`config.mk`:
```
export PLATFORM = sky130hd
export DESIGN_NAME = tts_train_sim
export DESIGN_NICKNAME = d
export VERILOG_FILES = /design/src/verilog/tts_pkg.sv /design/src/verilog/tts_tone_gen.sv /design/src/verilog/tts_train_sim.sv
export SDC_FILE = /design/constraint.sdc
export NUM_CORES = 1
export LEC_CHECK = 0
export ABC_AREA = 1
export BUFFER_PORTS_ARGS = -buffer_cell sky130_fd_sc_hd__buf_4
export CAP_MARGIN = 20
export CORE_ASPECT_RATIO = 0.5
export CORE_MARGIN = 4
export CORE_UTILIZATION = 60
export CTS_BUF_LIST = sky130_fd_sc_hd__clkbuf_16
export DETAILED_ROUTE_END_ITERATION = 8
export GPL_TIMING_DRIVEN = 0
export PLACE_DENSITY = 0.81
export SYNTH_ARGS = -nofsm -noshare
export SYNTH_HDL_FRONTEND = slang
export SYNTH_SLANG_ARGS = --single-unit
```
`constraint.sdc`:
```
create_clock -name aclk -period 5.6 [get_ports aclk]
set_input_delay 1.4 -clock aclk [delete_from_list [all_inputs] [get_ports aclk]]
set_output_delay 1.4 -clock aclk [all_outputs]
set_load 0.005 [all_outputs]
```
`src/verilog/tts_pkg.sv`:
```
// package: constants, rate codes, register map and stream word of the telemetry train simulator
package tts_pkg;

    // base clock and system clock
    localparam int unsigned CLK_HZ = 250_000_000;
    localparam int unsigned BASE_CLOCK_HZ = 400;
    localparam int unsigned BASE_TICK_CYCLES = CLK_HZ / BASE_CLOCK_HZ;

    // counter sizes
    localparam int unsigned RATE_COUNTER_STAGES = 7;
    localparam int unsigned SYNC_DIVIDER_STAGES = 4;
    localparam int unsigned FRAME_COUNTER_STAGES = 4;

    // counter stages picked as fundamental gate
    localparam logic [2:0] STAGE_FAST = 3'h0;
    localparam logic [2:0] STAGE_MID = 3'h2;
    localparam logic [2:0] STAGE_NORMAL = 3'h6;

    // register byte offsets
    localparam logic [3:0] CTRL_OFFSET = 4'h0;
    localparam logic [3:0] TRIM_OFFSET = 4'h4;
    localparam logic [3:0] STATUS_OFFSET = 4'h8;
    localparam logic [3:0] COUNT_OFFSET = 4'hc;

    // control fields
    localparam int unsigned CTRL_ENABLE_BIT = 0;
    localparam int unsigned CTRL_RATE_LSB = 1;
    localparam int unsigned CTRL_SOURCE_BIT = 3;
    localparam logic [3:0] CTRL_RESET = 4'h0;

    // tone period in clock cycles, reset value and smallest value used
    localparam logic [15:0] TRIM_RESET = 16'h0040;
    localparam logic [15:0] TRIM_MIN = 16'h0002;

    // axi responses
    localparam logic [1:0] RESP_OKAY = 2'h0;
    localparam logic [1:0] RESP_SLVERR = 2'h2;

    // bit_rate_select codes: normal 3.125 cps, accelerated 50 and 200 cps
    typedef enum logic [1:0] {
        TTS_RATE_NORMAL,
        TTS_RATE_MID,
        TTS_RATE_FAST,
        TTS_RATE_SPARE
    } tts_rate_e;

    // one word of the simulated stream
    typedef struct packed {
        logic data_pulse;
        logic osc_gate;
        logic base_gate_signal;
        logic stretched_gate_signal;
        logic frame_sync_marker;
        logic sequence_start_marker;
    } tts_sample_s;

endpackage : tts_pkg

```
`src/verilog/tts_tone_gen.sv`:
```
// gated oscillator model: programmable divider with period boundary strobe
`timescale 1ns/10ps

module tts_tone_gen (
    input wire logic aclk,
    input wire logic aresetn,
    input wire logic run,
    input wire logic [15:0] period,
    output logic tone,
    output logic boundary
);

    logic [15:0] phase;
    logic [15:0] last;

    // periods below two cycles would stall the boundary strobe
    assign last = (period < tts_pkg::TRIM_MIN) ? (tts_pkg::TRIM_MIN - 16'h0001) : (period - 16'h0001);

    // phase counter, frozen while the block stalls
    always_ff @(posedge aclk) begin
        if (!aresetn) begin
            phase <= 16'h0000;
        end else if (run) begin
            phase <= (phase >= last) ? 16'h0000 : phase + 16'h0001;
        end
    end

    // tone is high in the first half of each period
    assign tone = (phase < {1'b0, last[15:1]} + 16'h0001);
    assign boundary = run && (phase >= last);

endmodule : tts_tone_gen

```
`src/verilog/tts_train_sim.sv`:
```
// top: telemetry train simulator with axi4-lite registers and buffered sample stream
//
// What this block does
// a 400 cps tick clocks a seven-stage counter feeding every bit-rate gate.
// bit_rate_select picks counter stage 2^0, 2^2 or 2^6 as fundamental gate.
// three rates: 3.125 cps normal, 50 and 200 cps accelerated.
// the gating signal drives the oscillator gate flip-flop, 50 percent duty.
// data pulses are oscillator pulses, present only while the gate is open.
// every 16th burst is widened to 75 percent duty to mimic sync.
// fundamental gate feeds the OR as base_gate_signal and clocks a divide-by-16.
// delayed divide-by-16 output forms stretched_gate_signal; the OR drives the gate.
// every 16th OR output gate lasts one and a half fundamental durations.
// three fixed stretch delays, one per rate, chosen by bit_rate_select.
// the gate flip-flop changes only at oscillator period boundaries.
// marker signal combines base and stretched gates, gated by a frame counter.
// stretched gate clocks the frame counter; its 2^0 bit yields alternate frame-sync.
// frame counter all zero with marker gives sequence_start_marker at frame zero.
// downstream timing uses the simulated frame-sync instead of its own recognition.
// in test_source_mode the frame sorter resets on sequence_start_marker.
// in test_source_mode the downstream frame-corrector matrix is inhibited.
// reset clears counters and gate; generation starts at frame zero, gate closed.
// oscillator is a programmable divider; tone_frequency_trim is a register value.
//
// Our own choices: the address map and the AXI4-Lite interface to the registers.
`timescale 1ns/10ps

module tts_train_sim #(
    parameter int unsigned BASE_TICK_CYCLES = tts_pkg::BASE_TICK_CYCLES
) (
    input wire logic aclk,
    input wire logic aresetn,
    input wire logic [3:0] s_axi_awaddr,
    input wire logic s_axi_awvalid,
    output logic s_axi_awready,
    input wire logic [31:0] s_axi_wdata,
    input wire logic [3:0] s_axi_wstrb,
    input wire logic s_axi_wvalid,
    output logic s_axi_wready,
    output logic [1:0] s_axi_bresp,
    output logic s_axi_bvalid,
    input wire logic s_axi_bready,
    input wire logic [3:0] s_axi_araddr,
    input wire logic s_axi_arvalid,
    output logic s_axi_arready,
    output logic [31:0] s_axi_rdata,
    output logic [1:0] s_axi_rresp,
    output logic s_axi_rvalid,
    input wire logic s_axi_rready,
    output tts_pkg::tts_sample_s m_sample,
    output logic m_valid,
    input wire logic m_ready,
    output logic test_source_mode
);

    // maps a rate code to the counter stage used as fundamental gate
    function automatic logic [2:0] stage_of(input logic [1:0] rate);
        case (rate)
            2'(tts_pkg::TTS_RATE_MID): stage_of = tts_pkg::STAGE_MID;
            2'(tts_pkg::TTS_RATE_FAST): stage_of = tts_pkg::STAGE_FAST;
            default: stage_of = tts_pkg::STAGE_NORMAL;
        endcase
    endfunction : stage_of

    // stretch delay: half the fundamental high time, in clock cycles
    function automatic logic [31:0] stretch_cycles(input logic [2:0] stage);
        logic [31:0] high_time;
        high_time = 32'(BASE_TICK_CYCLES) << stage;
        stretch_cycles = (high_time >> 1) == 32'h0 ? 32'h1 : (high_time >> 1);
    endfunction : stretch_cycles

    // register state
    logic [3:0] ctrl;
    logic [15:0] tone_frequency_trim;
    logic [1:0] bit_rate_select;
    logic gen_enable;
    logic input_source_select;

    // generator state
    logic run;
    logic [31:0] tick_count;
    logic base_tick;
    logic [6:0] rate_count;
    logic [2:0] gate_stage;
    logic base_gate_signal;
    logic base_gate_q;
    logic [3:0] sync_div;
    logic [31:0] stretch_left;
    logic stretch_start;
    logic stretched_gate_signal;
    logic stretched_q;
    logic [3:0] frame_count;
    logic gate_request;
    logic osc_gate;
    logic tone;
    logic tone_boundary;
    logic marker;
    tts_pkg::tts_sample_s sample;
    tts_pkg::tts_sample_s last_pushed;

    // buffer state
    logic head_valid;
    logic tail_valid;
    tts_pkg::tts_sample_s tail_data;
    logic buf_in_ready;
    logic push;
    logic pop;

    // axi state
    logic aw_held;
    logic w_held;
    logic [3:0] aw_addr;
    logic [31:0] w_data;
    logic [3:0] w_strb;
    logic next_aw_held;
    logic next_w_held;
    logic do_write;

    assign gen_enable = ctrl[tts_pkg::CTRL_ENABLE_BIT];
    assign bit_rate_select = ctrl[tts_pkg::CTRL_RATE_LSB +: 2];
    assign input_source_select = ctrl[tts_pkg::CTRL_SOURCE_BIT];

    // generation freezes while the buffer is full, so a stalled receiver loses no word
    assign buf_in_ready = !tail_valid;
    assign run = gen_enable && buf_in_ready;

    // 400 cps base tick from the system clock
    always_ff @(posedge aclk) begin
        if (!aresetn) begin
            tick_count <= 32'h0;
        end else if (run) begin
            tick_count <= (tick_count >= 32'(BASE_TICK_CYCLES) - 32'h1) ? 32'h0 : tick_count + 32'h1;
        end
    end
    assign base_tick = run && (tick_count >= 32'(BASE_TICK_CYCLES) - 32'h1);

    // seven-stage binary counter clocked by the base tick
    always_ff @(posedge aclk) begin
        if (!aresetn) begin
            rate_count <= 7'h00;
        end else if (base_tick) begin
            rate_count <= rate_count + 7'h01;
        end
    end

    // fundamental gate: stage 2^6 gives 3.125 cps, 2^2 gives 50, 2^0 gives 200
    assign gate_stage = stage_of(bit_rate_select);
    assign base_gate_signal = rate_count[gate_stage];

    // edge history for the internal gate signals
    always_ff @(posedge aclk) begin
        if (!aresetn) begin
            base_gate_q <= 1'b0;
            stretched_q <= 1'b0;
        end else if (run) begin
            base_gate_q <= base_gate_signal;
            stretched_q <= stretched_gate_signal;
        end
    end

    // divide-by-16 counter clocked by rising edges of the fundamental gate
    always_ff @(posedge aclk) begin
        if (!aresetn) begin
            sync_div <= 4'h0;
        end else if (run && base_gate_signal && !base_gate_q) begin
            sync_div <= sync_div + 4'h1;
        end
    end

    // the 16th fundamental gate falls now; the stretch starts in this cycle so the or output has no gap
    assign stretch_start = !base_gate_signal && base_gate_q && (sync_div == 4'h0);

    // delay stage: after the 16th fundamental gate falls, hold the second or input for half a gate
    always_ff @(posedge aclk) begin
        if (!aresetn) begin
            stretch_left <= 32'h0;
        end else if (run) begin
            if (stretch_start) begin
                stretch_left <= stretch_cycles(gate_stage) - 32'h1;
            end else if (stretch_left != 32'h0) begin
                stretch_left <= stretch_left - 32'h1;
            end
        end
    end
    assign stretched_gate_signal = stretch_start || (stretch_left != 32'h0);

    // or of both inputs: 1.5 times the gate every 16th burst, 75 percent duty
    assign gate_request = base_gate_signal || stretched_gate_signal;

    // oscillator model, divider period set by tone_frequency_trim
    tts_tone_gen u_tone (
        .aclk(aclk),
        .aresetn(aresetn),
        .run(run),
        .period(tone_frequency_trim),
        .tone(tone),
        .boundary(tone_boundary)
    );

    // gate flip-flop moves only at the end of a tone period, so no pulse is ever cut short
    always_ff @(posedge aclk) begin
        if (!aresetn) begin
            osc_gate <= 1'b0;
        end else if (tone_boundary) begin
            osc_gate <= gate_request;
        end
    end

    // frame counter clocked by the end of each stretched gate
    always_ff @(posedge aclk) begin
        if (!aresetn) begin
            frame_count <= 4'h0;
        end else if (run && !stretched_gate_signal && stretched_q) begin
            frame_count <= frame_count + 4'h1;
        end
    end

    // marker matrix: marker is the stretched tail beyond the fundamental gate
    assign marker = stretched_gate_signal && !base_gate_signal;

    // assemble the current stream word
    always_comb begin
        sample.data_pulse = osc_gate && tone;
        sample.osc_gate = osc_gate;
        sample.base_gate_signal = base_gate_signal;
        sample.stretched_gate_signal = stretched_gate_signal;
        sample.frame_sync_marker = marker && frame_count[0];
        sample.sequence_start_marker = marker && (frame_count == 4'h0);
    end

    // a word is pushed whenever the sample changes; the buffer never sees a repeat
    assign push = gen_enable && buf_in_ready && (sample != last_pushed);
    assign pop = head_valid && m_ready;

    always_ff @(posedge aclk) begin
        if (!aresetn) begin
            last_pushed <= '0;
        end else if (push) begin
            last_pushed <= sample;
        end
    end

    // two-entry buffer: head feeds the output port, tail absorbs one word of stall
    always_ff @(posedge aclk) begin
        if (!aresetn) begin
            head_valid <= 1'b0;
            tail_valid <= 1'b0;
            m_sample <= '0;
            tail_data <= '0;
        end else if (pop && tail_valid) begin
            m_sample <= tail_data;
            tail_valid <= 1'b0;
        end else if (pop) begin
            head_valid <= push;
            if (push) begin
                m_sample <= sample;
            end
        end else if (push && !head_valid) begin
            head_valid <= 1'b1;
            m_sample <= sample;
        end else if (push) begin
            tail_valid <= 1'b1;
            tail_data <= sample;
        end
    end
    assign m_valid = head_valid;

    // axi write side: address and data are taken in either order and held
    assign do_write = aw_held && w_held && !s_axi_bvalid;

    always_comb begin
        next_aw_held = aw_held;
        next_w_held = w_held;
        if (s_axi_awvalid && s_axi_awready) begin
            next_aw_held = 1'b1;
        end
        if (s_axi_wvalid && s_axi_wready) begin
            next_w_held = 1'b1;
        end
        if (do_write) begin
            next_aw_held = 1'b0;
            next_w_held = 1'b0;
        end
    end

    always_ff @(posedge aclk) begin
        if (!aresetn) begin
            aw_held <= 1'b0;
            w_held <= 1'b0;
            s_axi_awready <= 1'b0;
            s_axi_wready <= 1'b0;
            aw_addr <= 4'h0;
            w_data <= 32'h0;
            w_strb <= 4'h0;
        end else begin
            aw_held <= next_aw_held;
            w_held <= next_w_held;
            s_axi_awready <= !next_aw_held;
            s_axi_wready <= !next_w_held;
            if (s_axi_awvalid && s_axi_awready) begin
                aw_addr <= s_axi_awaddr;
            end
            if (s_axi_wvalid && s_axi_wready) begin
                w_data <= s_axi_wdata;
                w_strb <= s_axi_wstrb;
            end
        end
    end

    // register writes and write response
    always_ff @(posedge aclk) begin
        if (!aresetn) begin
            ctrl <= tts_pkg::CTRL_RESET;
            tone_frequency_trim <= tts_pkg::TRIM_RESET;
            s_axi_bvalid <= 1'b0;
            s_axi_bresp <= tts_pkg::RESP_OKAY;
        end else if (do_write) begin
            s_axi_bvalid <= 1'b1;
            s_axi_bresp <= tts_pkg::RESP_OKAY;
            case (aw_addr)
                tts_pkg::CTRL_OFFSET: begin
                    if (w_strb[0]) begin
                        ctrl <= w_data[3:0];
                    end
                end
                tts_pkg::TRIM_OFFSET: begin
                    if (w_strb[0]) begin
                        tone_frequency_trim[7:0] <= w_data[7:0];
                    end
                    if (w_strb[1]) begin
                        tone_frequency_trim[15:8] <= w_data[15:8];
                    end
                end
                tts_pkg::STATUS_OFFSET, tts_pkg::COUNT_OFFSET: begin
                    s_axi_bresp <= tts_pkg::RESP_OKAY; // read-only, write ignored
                end
                default: begin
                    s_axi_bresp <= tts_pkg::RESP_SLVERR;
                end
            endcase
        end else if (s_axi_bvalid && s_axi_bready) begin
            s_axi_bvalid <= 1'b0;
        end
    end

    // axi read side: one read at a time, data registered
    always_ff @(posedge aclk) begin
        if (!aresetn) begin
            s_axi_arready <= 1'b0;
            s_axi_rvalid <= 1'b0;
            s_axi_rdata <= 32'h0;
            s_axi_rresp <= tts_pkg::RESP_OKAY;
        end else if (s_axi_arvalid && s_axi_arready) begin
            s_axi_arready <= 1'b0;
            s_axi_rvalid <= 1'b1;
            s_axi_rresp <= tts_pkg::RESP_OKAY;
            case (s_axi_araddr)
                tts_pkg::CTRL_OFFSET: s_axi_rdata <= {28'h0, ctrl};
                tts_pkg::TRIM_OFFSET: s_axi_rdata <= {16'h0, tone_frequency_trim};
                tts_pkg::STATUS_OFFSET: begin
                    s_axi_rdata <= {16'h0, frame_count, sync_div, 2'h0, tail_valid, head_valid,
                                    stretched_gate_signal, base_gate_signal, osc_gate, tone};
                end
                tts_pkg::COUNT_OFFSET: s_axi_rdata <= {25'h0, rate_count};
                default: begin
                    s_axi_rdata <= 32'h0;
                    s_axi_rresp <= tts_pkg::RESP_SLVERR;
                end
            endcase
        end else if (s_axi_rvalid && s_axi_rready) begin
            s_axi_rvalid <= 1'b0;
        end else if (!s_axi_rvalid) begin
            s_axi_arready <= 1'b1;
        end
    end

    // mode pin to the frame sorter and frame-corrector of the downstream logic
    always_ff @(posedge aclk) begin
        if (!aresetn) begin
            test_source_mode <= 1'b0;
        end else begin
            test_source_mode <= input_source_select;
        end
    end

endmodule : tts_train_sim

```
==> metrics.cfg <==
[cts]
cts.sinks = 186
hold_buffers = 0
htreeDepth = 4
post_cts.repair.setup_buffers = 0
clk_latency_ns = 0.45
ctsRootBufferMaster = clkbuf_16
clk_pin_slew_ns = 0.08
tritoncts = built
numCtsBuffers = 17
cts_resized = 0
cts_max_path_buffers = 2

[sta]
fin_tns_setup_ns = 0
setup_viol = 0
tightest_slew_ns = 0.876
slew_viol_final = 0
hold_violations = 0
period_share_pct = 86.4
post-route-min-period_ns = 4.84
finClkSkew_ns = 0.0126
rsz0062_at_grt = false
maxSlewHeadroom_pct = 41.6
max_freq_mhz = 207

[synth]
synth_xor_area_share_pct = 3.98
yosys.area_share.simple_pct = 27.0
yosysUniqueCellTypes = 55
synth-seq-cells = 186
synth_top_area_share_pct = 36.8
synth_compound_area_share_pct = 15.8
ys_warn_count = 0
synth-edff-count = 0
synth_ff_type = dfxtp_1
synth_area_um2 = 10100
synth_top_family_by_area = simple AND/OR/NAND/NOR gates
yosysTopAreaCell = dfxtp_1
syn_inst = 1453
ys_seq_area_share_pct = 36.8
avgSynthCellArea_um2 = 6.96
synthAdderAreaFrac_pct = 5.57
async_reset_ff_share_pct = 0
synth_area_leaders = dfxtp_1, nand2_1, inv_1, nor2_1, ha_1
synthMuxAreaShare_pct = 0

[finish]
multi_input_area_um2 = 5360
nets = 1650
num-fill-cells = 1403
num_antenna_cells = 0
area_growth_pct = 13.7
seq_area_um2 = 3720
final_cells = 1793
drive_above_1_share_pct = 11.3

[floorplanning]
dieArea_um2 = 19100
io_pins = 101
num_rows = 33
core_region_area_um2 = 16400
die_h_um = 99.8
fp.dieW_um = 192
initial_core_util_pct = 61.6

[worst_setup_path]
critPathKind = register to register
end_kind = register
crit_required_ns = 5.98
cp.buffers_inverters = 2
cp-start-kind = register
cp_slowest_cell = dfxtp_1
crit_path_max_incr_delay_ns = 0.42
worstRegToRegCells = 26
worstPathArrival_ns = 5.22
crit_path_max_fanout = 10
cp_top_family = simple AND/OR/NAND/NOR gates
cp.depth = 26

[global_route]
grt_usage_pct = 30.1
grt_pass1_vias = 9372
antenna_found_initial = 0
grt_pass1_wl_um = 45900
grt_overflow = 0
grt_max_degree = 19

[power_and_ir_drop]
p_per_area_nw_per_um2 = 232
power.leakage_nw = 5.11
irDropWorstVdd_mv = 0.227

[routing]
wl_um = 28700
detail-route-antenna-nets = 0
via_per_inst = 5.59
wire_per_inst_um = 16.0
drt_iter0_markers = 859
routed-via-count = 10000
firstDrtPassIters = 6
drc_errors = 0

[job]
maxCapViolCount = 0

[placement]
dpl.hpwl_um = 21300
port-buffer-count = 63
dpl.cell_count = 1761
gp_congestion = 0.938

[status]
outcome = finished clean

[min_path]
holdPathStages = 2
hold_path.class = register to register

==> final cells by class <==
| cell class | count | share of cell area (%) |
|---|---|---|
| buffer | 58 | 2.63 |
| timing repair buffer | 64 | 4.16 |
| clock inverter | 15 | 1.13 |
| clock buffer | 17 | 3.70 |
| inverter | 212 | 6.92 |
| sequential | 186 | 32.4 |
| tap | 227 | 2.47 |
| multi-input combinational | 1014 | 46.6 |
==> cells in the final DEF, fill, tap and decap left out, types with 4 or more instances in the layout <==
master and instances:
o21ai_0 109, nor2_2 9, dfxtp_1 186, conb_1 18, ha_1 45, or2_1 4
a211oi_1 6, clkbuf_16 17, clkbuf_1 31, o21ai_2 6, nand3_1 50, nor2_1 193
inv_8 4, inv_1 198, nand2_1 248, xnor2_1 13, nand2_2 10, buf_1 5
buf_4 81, o211ai_1 5, nand4_1 19, inv_2 12, a21oi_1 110, nor3_1 48
o21ai_1 14, nor4_1 7, nor3b_1 7, o22ai_1 10, inv_6 5, nor3_2 9
xor2_1 33
==> worst min-delay path, cell delays in order (launching register included) <==
cell     delay, ns
dfxtp_1       0.30
inv_1         0.06
nor3_1        0.05
==> cells by family after synthesis <==
logic type	Yosys count
AO/OA/AOI/OAI	286
XOR/XNOR	46
adder cells (fa/ha/maj)	45
buffers and inverters	270
flip-flops	186
other	1
AND/OR/NAND/NOR	619
==> metal layers <==
metal / share of wire, % / global-route usage [%] / vias to the layer above
met1: 43 / 39.5 / 4635
met2: 45 / 49.5 / 411
li1: - / - / 4886
met4: 2.6 / 10.1 / 0
met3: 9.1 / 6.85 / 85
met5: 0 / 0 / -
==> cell usage after synthesis (2+ instances only) <==
cell type,count
o211ai_1,5
a31oi_1,3
nor2_2,9
nor3_2,9
nand4_1,19
dfxtp_1,186
nand2_1,248
a21oi_1,110
nor4_1,7
a2bb2oi_1,2
a211oi_1,6
nand2_4,2
o21ai_2,6
a221oi_1,3
xor2_1,33
a311oi_1,2
clkbuf_1,31
ha_1,45
buf_4,18
o221ai_1,3
nor2_1,193
or2_2,3
nand3b_1,2
nand3_1,50
inv_2,12
nand2_2,10
nor2_4,2
buf_1,5
o2111ai_1,3
nor3b_2,2
buf_2,2
inv_1,198
nor3b_1,7
o21ai_1,14
clkinv_1,2
a21o_1,2
xnor2_1,13
o21ai_0,109
o22ai_1,10
buf_6,2
or2_1,4
nor3_1,48
==> flip-flops by register name, indices dropped and copies added (netlist names), 2 cells and up <==
name / count
aw_addr: 4
ctrl: 4
frame_count: 4
last_pushed: 6
m_sample: 6
rate_count: 7
s_axi_rdata: 16
stretch_left: 32
sync_div: 4
tail_data: 6
tick_count: 32
tone_frequency_trim: 16
u_tone.phase: 16
w_data: 16
w_strb: 2
==> power breakdown <==
part	internal [mW]	total, mW	switching [mW]
clock network	0.587	1.19	0.601
registers	1.34	1.35	0.0110
logic	0.0486	0.130	0.0817
==> path summary, 6_finish.rpt <==
| check | from | to | slack, ns |
|---|---|---|---|
| setup / recovery | tone_frequency_trim[0]$_SDFFE_PN0P_ | tail_data[4]$_SDFFE_PN0P_ | 0.76 |
| hold / removal | tick_count[30]$_SDFFE_PN0P_ | tick_count[30]$_SDFFE_PN0P_ | 0.45 |
| setup reg to reg | tone_frequency_trim[0]$_SDFFE_PN0P_ | tail_data[4]$_SDFFE_PN0P_ | 0.76 |
| hold reg to reg | tick_count[30]$_SDFFE_PN0P_ | tick_count[30]$_SDFFE_PN0P_ | 0.45 |
==> metrics by stage <==
| step | total power, mW | setup slack (ns) | util (%) | area [um^2] | hold WS, ns |
|---|---|---|---|---|---|
| floorplan | 1.45 | 1.86 | - | 10200 | 0.421 |
| global placement | 1.50 | 1.15 | 66.5 | 10900 | 0.431 |
| detailed placement | 1.51 | 1.05 | 66.6 | 10900 | 0.436 |
| CTS | 2.66 | 0.873 | 70.0 | 11500 | 0.445 |
| global route | 2.74 | 0.147 | 70.0 | 11500 | 0.468 |
| finish | 2.67 | 0.761 | 70.0 | 11500 | 0.445 |
Note: power is estimated with default switching activity, not from simulation.
